--- config.mk ---
export PLATFORM = sky130hd
export DESIGN_NAME = asqi_top
export DESIGN_NICKNAME = d
export VERILOG_FILES = /design/src/design/asqi_pkg.sv /design/src/design/asqi_top.sv
export SDC_FILE = /design/constraint.sdc
export NUM_CORES = 1
export LEC_CHECK = 0
export ABC_AREA = 0
export BUFFER_PORTS_ARGS = -buffer_cell sky130_fd_sc_hd__buf_2
export CORE_MARGIN = 1.5
export CORE_UTILIZATION = 45
export DETAILED_ROUTE_END_ITERATION = 6
export GPL_TIMING_DRIVEN = 1
export PLACE_DENSITY = 0.75
export RECOVER_POWER = 50
export SYNTH_ARGS = -nofsm -noshare
export SYNTH_HDL_FRONTEND = slang
export SYNTH_SLANG_ARGS = --single-unit
--- constraint.sdc ---
create_clock -name ref_clk -period 3.3 [get_ports ref_clk]
set_input_delay 0 -clock ref_clk [delete_from_list [all_inputs] [get_ports ref_clk]]
set_output_delay 0 -clock ref_clk [all_outputs]
set_load 0.01 [all_outputs]
--- src/design/asqi_pkg.sv ---
// Purpose: Shared constants and carriers for the sequencer interrupt block
// Assumes: 32-bit AXI4-Lite register access, four sample sequencers
// Notes:   Offsets are byte addresses
package asqi_pkg;

    localparam int NSEQ   = 4;
    localparam int SMP_W  = 10;
    localparam int ADDR_W = 12;
    localparam int EVT_W  = 8;

    ////////////////////////////////////////////////////////////////////////
    // Register offsets
    localparam logic [ADDR_W-1:0] OFS_RAW = 12'h004;
    localparam logic [ADDR_W-1:0] OFS_FWD = 12'h008;
    localparam logic [ADDR_W-1:0] OFS_ISC = 12'h00C;
    localparam logic [ADDR_W-1:0] OFS_OVF = 12'h010;
    localparam logic [ADDR_W-1:0] OFS_EVT = 12'h040;
    localparam logic [ADDR_W-1:0] OFS_EVM = 12'h044;

    ////////////////////////////////////////////////////////////////////////
    // Reset values and field positions
    localparam logic [NSEQ-1:0]  RST_FWD = 4'h0;
    localparam logic [NSEQ-1:0]  RST_RAW = 4'h0;
    localparam logic [NSEQ-1:0]  RST_OVF = 4'h0;
    localparam logic [EVT_W-1:0] RST_EVT = 8'h00;
    localparam logic [EVT_W-1:0] RST_EVM = 8'h00;
    localparam int EVT_DONE_LSB = 0;
    localparam int EVT_OVF_LSB  = 4;

    localparam logic [1:0] RESP_OKAY   = 2'h0;
    localparam logic [1:0] RESP_SLVERR = 2'h2;

    ////////////////////////////////////////////////////////////////////////
    // Carriers
    typedef struct packed {
        logic             wr;
        logic [SMP_W-1:0] data;
    } asqi_sample_t;

    typedef struct packed {
        logic done;
        logic step_irq_enable;
    } asqi_done_t;

endpackage

--- src/design/asqi_top.sv ---
// Purpose: Sequencer interrupt forwarding, status/clear, overflow flags
// Assumes: Sample and FIFO-full inputs synchronous to ref_clk
// Notes:   AXI4-Lite slave, one write and one read in flight
`timescale 1ns/10ps
`default_nettype none

module asqi_top (
    input  wire logic                                   ref_clk,
    input  wire logic                                   rst,
    input  wire asqi_pkg::asqi_done_t   [3:0]           done_in,
    input  wire asqi_pkg::asqi_sample_t [3:0]           sample_in,
    input  wire logic                   [3:0]           fifo_full,
    output var  logic                   [3:0]           fifo_push,
    output var  logic [3:0][asqi_pkg::SMP_W-1:0]        fifo_data,
    output var  logic                   [3:0]           seq_irq,
    output var  logic                                   irq,
    input  wire logic [asqi_pkg::ADDR_W-1:0]            s_axi_awaddr,
    input  wire logic                                   s_axi_awvalid,
    output var  logic                                   s_axi_awready,
    input  wire logic [31:0]                            s_axi_wdata,
    input  wire logic [3:0]                             s_axi_wstrb,
    input  wire logic                                   s_axi_wvalid,
    output var  logic                                   s_axi_wready,
    output var  logic [1:0]                             s_axi_bresp,
    output var  logic                                   s_axi_bvalid,
    input  wire logic                                   s_axi_bready,
    input  wire logic [asqi_pkg::ADDR_W-1:0]            s_axi_araddr,
    input  wire logic                                   s_axi_arvalid,
    output var  logic                                   s_axi_arready,
    output var  logic [31:0]                            s_axi_rdata,
    output var  logic [1:0]                             s_axi_rresp,
    output var  logic                                   s_axi_rvalid,
    input  wire logic                                   s_axi_rready
);

    ////////////////////////////////////////////////////////////////////////
    // Address decode helper
    function automatic logic hit(
        input logic [asqi_pkg::ADDR_W-1:0] addr,
        input logic [asqi_pkg::ADDR_W-1:0] ofs
    );
        hit = (addr[asqi_pkg::ADDR_W-1:2] == ofs[asqi_pkg::ADDR_W-1:2]);
    endfunction

    function automatic logic mapped(
        input logic [asqi_pkg::ADDR_W-1:0] addr
    );
        mapped = hit(addr, asqi_pkg::OFS_RAW) | hit(addr, asqi_pkg::OFS_FWD)
               | hit(addr, asqi_pkg::OFS_ISC) | hit(addr, asqi_pkg::OFS_OVF)
               | hit(addr, asqi_pkg::OFS_EVT) | hit(addr, asqi_pkg::OFS_EVM);
    endfunction

    ////////////////////////////////////////////////////////////////////////
    // State
    logic [3:0]                       raw_ff;
    logic [3:0]                       fwd_ff;
    logic [3:0]                       ovf_ff;
    logic [asqi_pkg::EVT_W-1:0]       evt_ff;
    logic [asqi_pkg::EVT_W-1:0]       evm_ff;
    logic [3:0]                       seq_irq_ff;
    logic                             irq_ff;
    logic [3:0]                       push_ff;
    logic [3:0][asqi_pkg::SMP_W-1:0]  data_ff;

    logic                             aw_hold_ff;
    logic                             w_hold_ff;
    logic                             aw_rdy_ff;
    logic                             w_rdy_ff;
    logic [asqi_pkg::ADDR_W-1:0]      wr_addr_ff;
    logic [31:0]                      wr_data_ff;
    logic [3:0]                       wr_strb_ff;
    logic                             bvalid_ff;
    logic [1:0]                       bresp_ff;
    logic                             ar_rdy_ff;
    logic                             rvalid_ff;
    logic [31:0]                      rdata_ff;
    logic [1:0]                       rresp_ff;

    ////////////////////////////////////////////////////////////////////////
    // Write channel handshakes
    wire aw_take  = s_axi_awvalid & aw_rdy_ff;
    wire w_take   = s_axi_wvalid & w_rdy_ff;
    // Readys stay low from take to fire: one write in flight
    wire wr_fire  = aw_hold_ff & w_hold_ff & ~bvalid_ff;
    wire nxt_aw_hold = (aw_hold_ff | aw_take) & ~wr_fire;
    wire nxt_w_hold  = (w_hold_ff | w_take) & ~wr_fire;
    wire nxt_bvalid  = wr_fire | (bvalid_ff & ~s_axi_bready);
    // Flags live in byte lane 0 only
    wire wr_lo    = wr_fire & wr_strb_ff[0];

    wire wr_fwd   = wr_lo & hit(wr_addr_ff, asqi_pkg::OFS_FWD);
    wire wr_isc   = wr_lo & hit(wr_addr_ff, asqi_pkg::OFS_ISC);
    wire wr_ovf   = wr_lo & hit(wr_addr_ff, asqi_pkg::OFS_OVF);
    wire wr_evm   = wr_lo & hit(wr_addr_ff, asqi_pkg::OFS_EVM);

    ////////////////////////////////////////////////////////////////////////
    // Read channel handshakes
    wire rd_take    = s_axi_arvalid & ar_rdy_ff;
    wire nxt_rvalid = rd_take | (rvalid_ff & ~s_axi_rready);
    wire rd_evt     = rd_take & hit(s_axi_araddr, asqi_pkg::OFS_EVT);
    wire rd_narrow  = hit(s_axi_araddr, asqi_pkg::OFS_FWD)
                    | hit(s_axi_araddr, asqi_pkg::OFS_ISC)
                    | hit(s_axi_araddr, asqi_pkg::OFS_OVF);

    ////////////////////////////////////////////////////////////////////////
    // Flag logic
    logic [3:0] done_set;
    logic [3:0] ovf_set;
    logic [3:0] push_ok;
    logic [3:0][asqi_pkg::SMP_W-1:0] smp_data;

    for (genvar i = 0; i < asqi_pkg::NSEQ; i++) begin : g_seq
        assign done_set[i] = done_in[i].done & done_in[i].step_irq_enable;
        // Full-FIFO write is dropped here, never pushed
        assign ovf_set[i]  = sample_in[i].wr & fifo_full[i];
        assign push_ok[i]  = sample_in[i].wr & ~fifo_full[i];
        assign smp_data[i] = sample_in[i].data;
    end

    // Zero bits in the written value leave flags untouched
    wire [3:0] isc_clr = wr_isc ? wr_data_ff[3:0] : 4'h0;
    wire [3:0] ovf_clr = wr_ovf ? wr_data_ff[3:0] : 4'h0;

    // Clear hits the raw flag whatever the forward enable says
    wire [3:0] raw_kept = raw_ff & ~isc_clr;
    // Set is ORed in last so a same-cycle clear cannot lose an event
    wire [3:0] nxt_raw  = raw_kept | done_set;
    wire [3:0] ovf_kept = ovf_ff & ~ovf_clr;
    wire [3:0] nxt_ovf  = ovf_kept | ovf_set;
    wire [3:0] nxt_fwd = wr_fwd ? wr_data_ff[3:0] : fwd_ff;
    wire [3:0] masked  = raw_ff & fwd_ff;

    wire [asqi_pkg::EVT_W-1:0] evt_set = {ovf_set, done_set};
    wire [asqi_pkg::EVT_W-1:0] evt_clr = rd_evt ? 8'hFF : 8'h00;
    wire [asqi_pkg::EVT_W-1:0] nxt_evt = (evt_ff & ~evt_clr) | evt_set;
    wire [asqi_pkg::EVT_W-1:0] nxt_evm =
        wr_evm ? wr_data_ff[asqi_pkg::EVT_W-1:0] : evm_ff;

    ////////////////////////////////////////////////////////////////////////
    // Read mux; upper bits of narrow registers read as zero
    // Unmapped offsets answer SLVERR with zero data
    wire [31:0] rd_mux =
        hit(s_axi_araddr, asqi_pkg::OFS_RAW) ? {28'h000_0000, raw_ff} :
        hit(s_axi_araddr, asqi_pkg::OFS_FWD) ? {28'h000_0000, fwd_ff} :
        hit(s_axi_araddr, asqi_pkg::OFS_ISC) ? {28'h000_0000, masked} :
        hit(s_axi_araddr, asqi_pkg::OFS_OVF) ? {28'h000_0000, ovf_ff} :
        hit(s_axi_araddr, asqi_pkg::OFS_EVT) ? {24'h00_0000, evt_ff}  :
        hit(s_axi_araddr, asqi_pkg::OFS_EVM) ? {24'h00_0000, evm_ff}  :
        32'h0000_0000;
    wire [1:0] rd_resp = mapped(s_axi_araddr) ? asqi_pkg::RESP_OKAY
                                              : asqi_pkg::RESP_SLVERR;
    wire [1:0] wr_resp = mapped(wr_addr_ff) ? asqi_pkg::RESP_OKAY
                                            : asqi_pkg::RESP_SLVERR;

    ////////////////////////////////////////////////////////////////////////
    // Flag registers
    always_ff @(posedge ref_clk or posedge rst) begin
        if (rst) begin
            raw_ff <= asqi_pkg::RST_RAW;
            fwd_ff <= asqi_pkg::RST_FWD;
            ovf_ff <= asqi_pkg::RST_OVF;
            evt_ff <= asqi_pkg::RST_EVT;
            evm_ff <= asqi_pkg::RST_EVM;
        end else begin
            raw_ff <= nxt_raw;
            fwd_ff <= nxt_fwd;
            ovf_ff <= nxt_ovf;
            evt_ff <= nxt_evt;
            evm_ff <= nxt_evm;
        end
    end

    // Outputs; interrupt lines are levels, seq_irq one cycle behind the flags, irq in step with evt_ff and evm_ff
    always_ff @(posedge ref_clk or posedge rst) begin
        if (rst) begin
            seq_irq_ff <= 4'h0;
            irq_ff     <= 1'b0;
            push_ff    <= 4'h0;
            data_ff    <= '0;
        end else begin
            seq_irq_ff <= masked;
            irq_ff     <= |(nxt_evt & nxt_evm);
            push_ff    <= push_ok;
            data_ff    <= smp_data;
        end
    end

    ////////////////////////////////////////////////////////////////////////
    // Bus slave registers
    always_ff @(posedge ref_clk or posedge rst) begin
        if (rst) begin
            aw_hold_ff <= 1'b0;
            w_hold_ff  <= 1'b0;
            aw_rdy_ff  <= 1'b0;
            w_rdy_ff   <= 1'b0;
            bvalid_ff  <= 1'b0;
            bresp_ff   <= asqi_pkg::RESP_OKAY;
        end else begin
            aw_hold_ff <= nxt_aw_hold;
            w_hold_ff  <= nxt_w_hold;
            aw_rdy_ff  <= ~nxt_aw_hold;
            w_rdy_ff   <= ~nxt_w_hold;
            bvalid_ff  <= nxt_bvalid;
            if (wr_fire) begin
                bresp_ff <= wr_resp;
            end
        end
    end

    always_ff @(posedge ref_clk or posedge rst) begin
        if (rst) begin
            wr_addr_ff <= '0;
            wr_data_ff <= 32'h0000_0000;
            wr_strb_ff <= 4'h0;
        end else begin
            if (aw_take) begin
                wr_addr_ff <= s_axi_awaddr;
            end
            if (w_take) begin
                wr_data_ff <= s_axi_wdata;
                wr_strb_ff <= s_axi_wstrb;
            end
        end
    end

    // Reads of the event register clear it; set still wins
    always_ff @(posedge ref_clk or posedge rst) begin
        if (rst) begin
            ar_rdy_ff <= 1'b0;
            rvalid_ff <= 1'b0;
            rdata_ff  <= 32'h0000_0000;
            rresp_ff  <= asqi_pkg::RESP_OKAY;
        end else begin
            ar_rdy_ff <= ~nxt_rvalid;
            rvalid_ff <= nxt_rvalid;
            if (rd_take) begin
                rdata_ff <= rd_mux;
                rresp_ff <= rd_resp;
            end
        end
    end

    assign fifo_push     = push_ff;
    assign fifo_data     = data_ff;
    assign seq_irq       = seq_irq_ff;
    assign irq           = irq_ff;
    assign s_axi_awready = aw_rdy_ff;
    assign s_axi_wready  = w_rdy_ff;
    assign s_axi_bvalid  = bvalid_ff;
    assign s_axi_bresp   = bresp_ff;
    assign s_axi_arready = ar_rdy_ff;
    assign s_axi_rvalid  = rvalid_ff;
    assign s_axi_rdata   = rdata_ff;
    assign s_axi_rresp   = rresp_ff;
endmodule

`default_nettype wire

After elaboration in Yosys (flattened, before gate mapping)
Cells that the tools add are included.

word-level totals
  flip-flop bits (word level) = 141
  input port bits = 123
  logic and storage cells = 113

operators by class
  equal/unequal tests = 12
  muxes and demuxes = 12
  bitwise gates (word level) = 63
  reduce and logical (&&, ||, !) cells = 1

operators with widths
  operator               count
  $mux W8                8
  $eq A10 B2 Y1 const B  4
  $eq A10 B5 Y1 const B  4
  $and A1 B1 Y1          27
  $eq A10 B1 Y1 const B  2
  $eq A10 B3 Y1 const B  2
  $and A8 B8 Y8          2
  $or A1 B1 Y1           14
  $and A4 B4 Y4          3
  $not A1 Y1             11
  $mux W4                2
  $not A4 Y4             2
  $not A8 Y8             1
  $or A4 B4 Y4           2
  $or A8 B8 Y8           1
  $reduce_or A8 Y1       1
  $mux W2                2

Logic depth before layout (Yosys ltp)
  depth in word-level cells = 8
  gate-level depth with buffers = 6
  depth with buffers taken out = 5

Worst setup path before layout
OpenSTA, ideal clock, no wires.

  path type = register to register
  from = register wr_addr_ff[9] (netlist bit)
  to = register irq_ff, in the netlist irq
  setup time = 0.135 ns
  arrival = 2.028 ns
  data required time = 3.165 ns
  slack = 1.137 ns
  cell stages (with the launch flop) = 6
  buffers on the path = 0
  period minus slack after synthesis = 2.163 ns
  cell sequence = dfrtp_1 -> or4_4 -> nor4_4 -> mux2_2 -> a22oi_1 -> nand4_1

between the ends
  longest elaborated chain between the ends = 5

RTL lines
  item                        RTL line         source
  start: declaration          asqi_top.sv:69   logic [asqi_pkg::ADDR_W-1:0] wr_addr_ff;
  start signal: assignment    asqi_top.sv:217  wr_addr_ff <= s_axi_awaddr;
  $eq A10 B5 Y1               asqi_top.sv:42   hit = (addr[asqi_pkg::ADDR_W-1:2] == ofs[asqi_pkg::ADDR_W-1:2]);
  $and A1 B1 Y1               asqi_top.sv:94   wire wr_evm = wr_lo & hit(wr_addr_ff, asqi_pkg::OFS_EVM);
  $mux W8                     asqi_top.sv:137  wr_evm ? wr_data_ff[asqi_pkg::EVT_W-1:0] : evm_ff;
  named net nxt_evm, one bit  asqi_top.sv:136  wire [asqi_pkg::EVT_W-1:0] nxt_evm =
  $and A8 B8 Y8               asqi_top.sv:182  irq_ff <= |(nxt_evt & nxt_evm);
  $reduce_or A8 Y1            asqi_top.sv:182
  end signal: assignment      asqi_top.sv:182
  end: declaration            asqi_top.sv:61   logic irq_ff;

The timed path passes the listed nets, and every way through them passes these cells.
A chain may end at the register's enable or synchronous reset.

Final worst setup path
  from = register wr_addr_ff[9] (netlist bit)
  to = register raw_ff[0]

between the ends
  longest elaborated chain between the ends = 6

RTL lines
  item                    RTL line         source
  $eq A10 B2 Y1           asqi_top.sv:42
  $and A1 B1 Y1           asqi_top.sv:92   wire wr_isc = wr_lo & hit(wr_addr_ff, asqi_pkg::OFS_ISC);
  $mux W4                 asqi_top.sv:121  wire [3:0] isc_clr = wr_isc ? wr_data_ff[3:0] : 4'h0;
  $not A4 Y4              asqi_top.sv:125  wire [3:0] raw_kept = raw_ff & ~isc_clr;
  $and A4 B4 Y4           asqi_top.sv:125
  $or A4 B4 Y4            asqi_top.sv:127  wire [3:0] nxt_raw = raw_kept | done_set;
  named net nxt_raw[0]    asqi_top.sv:127
  end signal: assignment  asqi_top.sv:159  raw_ff <= asqi_pkg::RST_RAW;
  end signal: assignment  asqi_top.sv:165  raw_ff <= nxt_raw;
  end: declaration        asqi_top.sv:55   logic [3:0] raw_ff;

The timed path passes the listed nets, and every way through them passes these cells.

==> impl_metrics.yaml <==
clock_tree:
  cts_tree: "built"
  postCtsHoldBufs: 88
  root_buffer: "clkbuf_8"
  htreeDepth: 4
  cts_sinks: 113
  cts_buffer_depth: 2
  clkTransAtPathRegs_ns: 0.06
  cts_resized: 0
  cts_buffers: 17
  cts_setup_buffers: 0
  insertion_delay_ns: 0.50
grt:
  grtUsageTotal: 0.223
  grt_pass1_wl_mm: 17.0
  grt.met3_usage: 0.0682
  grt_pass1_vias: 3457
  antenna_found_initial: 0
  grt_overflow: 0
  use_met2: 0.379
  grt_max_degree: 88
  busiest_layer: "met2"
  grt_use_met1: 0.264
sta:
  setup_tns_ns: 0
  tightest_slew_ns: 1.74
  layout_worst_path_cycle_share: 0.815
  finalSetupViolCount: 0
  grt_setup_unrepaired: "no"
  drv_slew: 88
  period_needed_ns: 2.69
  layout_setup_ws_ns: 0.612
  fmax_mhz: 372
  hold-worst-slack_ns: 0.0885
  final-hold-violation-count: 0
  worst_slew_margin_rel: -0.161
  finClkSkew_ns: 0.00671
setup_path:
  crit_path_end: "raw_ff[0]"
  cp_cell_sequence: "or4_4, or3_4, nor4b_4, nand2_1, a22o_1, dlygate4sd3_1"
  r2r_slack_ns: 0.61
  startpoint_type: "register"
  slowest_delay_ns: 0.56
  end_kind: "register"
  reg2reg_from: "wr_addr_ff[9]"
  crit_required_ns: 3.68
  crit_type: "reg2reg"
  arrival_ns: 3.07
  r2r_cells: 6
  r2r_end: "raw_ff[0]"
  crit_fanout: 4
  timing.critical_path.slowest_stage_cell: "or4_4"
  startpoint: "wr_addr_ff[9]"
synth:
  synth-edff-count: 0
  ys_top_cells_by_count: "dfrtp_1, mux2_2, buf_4, nand2_1, o21ai_0"
  synth_area_sq_mm: 0.00426
  synth-seq-cells: 113
  synth_cells: 307
  async_flop_share: 1.00
  ys_seq_area_frac: 0.664
  synth-main-ff-cell: "dfrtp_1"
  synth_area_leaders: "dfrtp_1, mux2_2, buf_4"
  ys_types: 38
  yosysWarnings: 0
  synth_most_common_cell: "dfrtp_1"
  yosys.area.top_type: "dfrtp_1"
  yosys.area.top_type_share: 0.664
  syn-mean-instance-area_sq_um: 13.9
placement:
  dp_hpwl_mm: 6.65
  port_buffers: 155
  post_dp_cell_area_sq_mm: 0.00508
  gp_congestion: 0.827
  pre_cts_ws_ns: 0.814
drt:
  postRouteWirelength_mm: 10.5
  drt_iter0_drc: 114
  via_count: 3354
  drc: 0
  drt-vias-per-instance: 4.85
  wl_per_cell_um: 15.3
  ant_nets: 0
  dr.pass1.iters: 4
floorplan:
  start_util: 0.463
  dieArea_sq_mm: 0.0101
  die_w_um: 100
  die_y_um: 100
  core-area_sq_mm: 0.00920
  top_level_ports: 213
  fp-row-count: 35
finish:
  stdcell_area_sq_mm: 0.00648
  area.growth.synth_to_final_pct: 52.1
  n_antenna_cell: 0
  fillers: 687
  layout.nets: 690
  drive_gt1_frac: 0.274
run:
  maxCapViolations: 1
outcome:
  violations: "capacitance limit, slew limit"
  status: "finished, violations left"
power:
  power.density_mw_per_mm2: 637
  power.leakage_nw: 3.01
  total_power_w: 0.00413
  peakVddDrop_mv: 0.464
hold_path:
  min-delay-path-class: "in2reg"
[layout by cell type (no fill, tap or decap), types with 2 or more instances in the layout]
master         instances
nor2_1                 7
o21ai_0               22
buf_2                 85
nor2b_1                4
inv_1                  7
clkinvlp_4             3
inv_6                  4
dlygate4sd3_1         88
clkbuf_16             16
or2_2                  2
nand4b_1               3
clkinv_4               3
buf_4                  2
clkbuf_1              70
o22ai_1                5
a22o_1                16
nor4_1                 2
nor4_4                 2
mux2i_1                8
dfrtp_1              113
mux2_2                31
clkbuf_8               2
nand2_1               22
nand3_1                2
conb_1                26
nand4_1                5
a22oi_1                4
and2_1                 3
bufinv_16              3
[sequential cells by signal (all words and copies together) (netlist names), 8 cells and up]
name         flops
fifo_data       40
wr_addr_ff      10
evm_ff           8
evt_ff           8
s_axi_rdata      8
wr_data_ff       8
[report_power, final]
| part | switching (W) | leakage (nW) | internal [W] |
|---|---|---|---|
| Combinational | 0.000266 | 1.39 | 0.000302 |
| Clock | 0.000642 | 0.289 | 0.00118 |
| Sequential | 0.000163 | 1.33 | 0.00157 |
[worst max-delay path, delay by kind of cell (launching register included)]
| family | cells | cell delay, ns |
|---|---|---|
| AO/OA/AOI/OAI | 1 | 0.19 |
| buffers and inverters | 1 | 0.54 |
| flip-flops | 1 | 0.37 |
| AND/OR/NAND/NOR | 4 | 1.46 |
[worst min path at each step]
stage	cells after the start	to	slack, ns	startpoint
final	5	s_axi_rdata[0]	0.09	s_axi_araddr[3]
after global routing	5	s_axi_rdata[0]	0.11	s_axi_araddr[3]
after CTS	5	s_axi_rdata[0]	0.07	s_axi_araddr[3]
after detailed placement	1	fifo_data[13]	0.11	sample_in[14]
after global placement	1	fifo_data[13]	0.11	sample_in[14]
after floorplan	0	fifo_data[0]	0.03	sample_in[0]
[per-layer routing]
layer / share of wire / routed length (um) / vias to the layer above
met2: 0.51 / 5430 / 148
li1: - / - / 1566
met1: 0.41 / 4320 / 1626
met5: 0 / 0 / -
met4: 0.015 / 155 / 0
met3: 0.060 / 637 / 14
[final cells by class]
type	instances	area (sq um)	area share
clock buffer	18	428	0.0661
clock inverter	14	179	0.0276
inverter	8	30.0	0.00464
multi-input combinational	182	1290	0.199
sequential	113	2830	0.437
tap	111	139	0.0214
timing repair buffer	245	1580	0.245
[metrics by stage]
step           instances   util
5_1_grt              691  0.704
3_5_place_dp         571  0.552
6_report             691  0.704
3_3_place_gp         571  0.552
2_1_floorplan        332      -
4_1_cts              691  0.714
[cell families (layout without fill, tap and decap cells)]
kind of cell,Yosys count,after routing,share of synthesized area
buf+inv,37,285,0.0555
other cells,1,26,0.000880
flops,113,113,0.664
compound gates,53,53,0.0837
mux,39,39,0.101
simple gates,64,64,0.0952
Power figures use the tool's default switching activity.
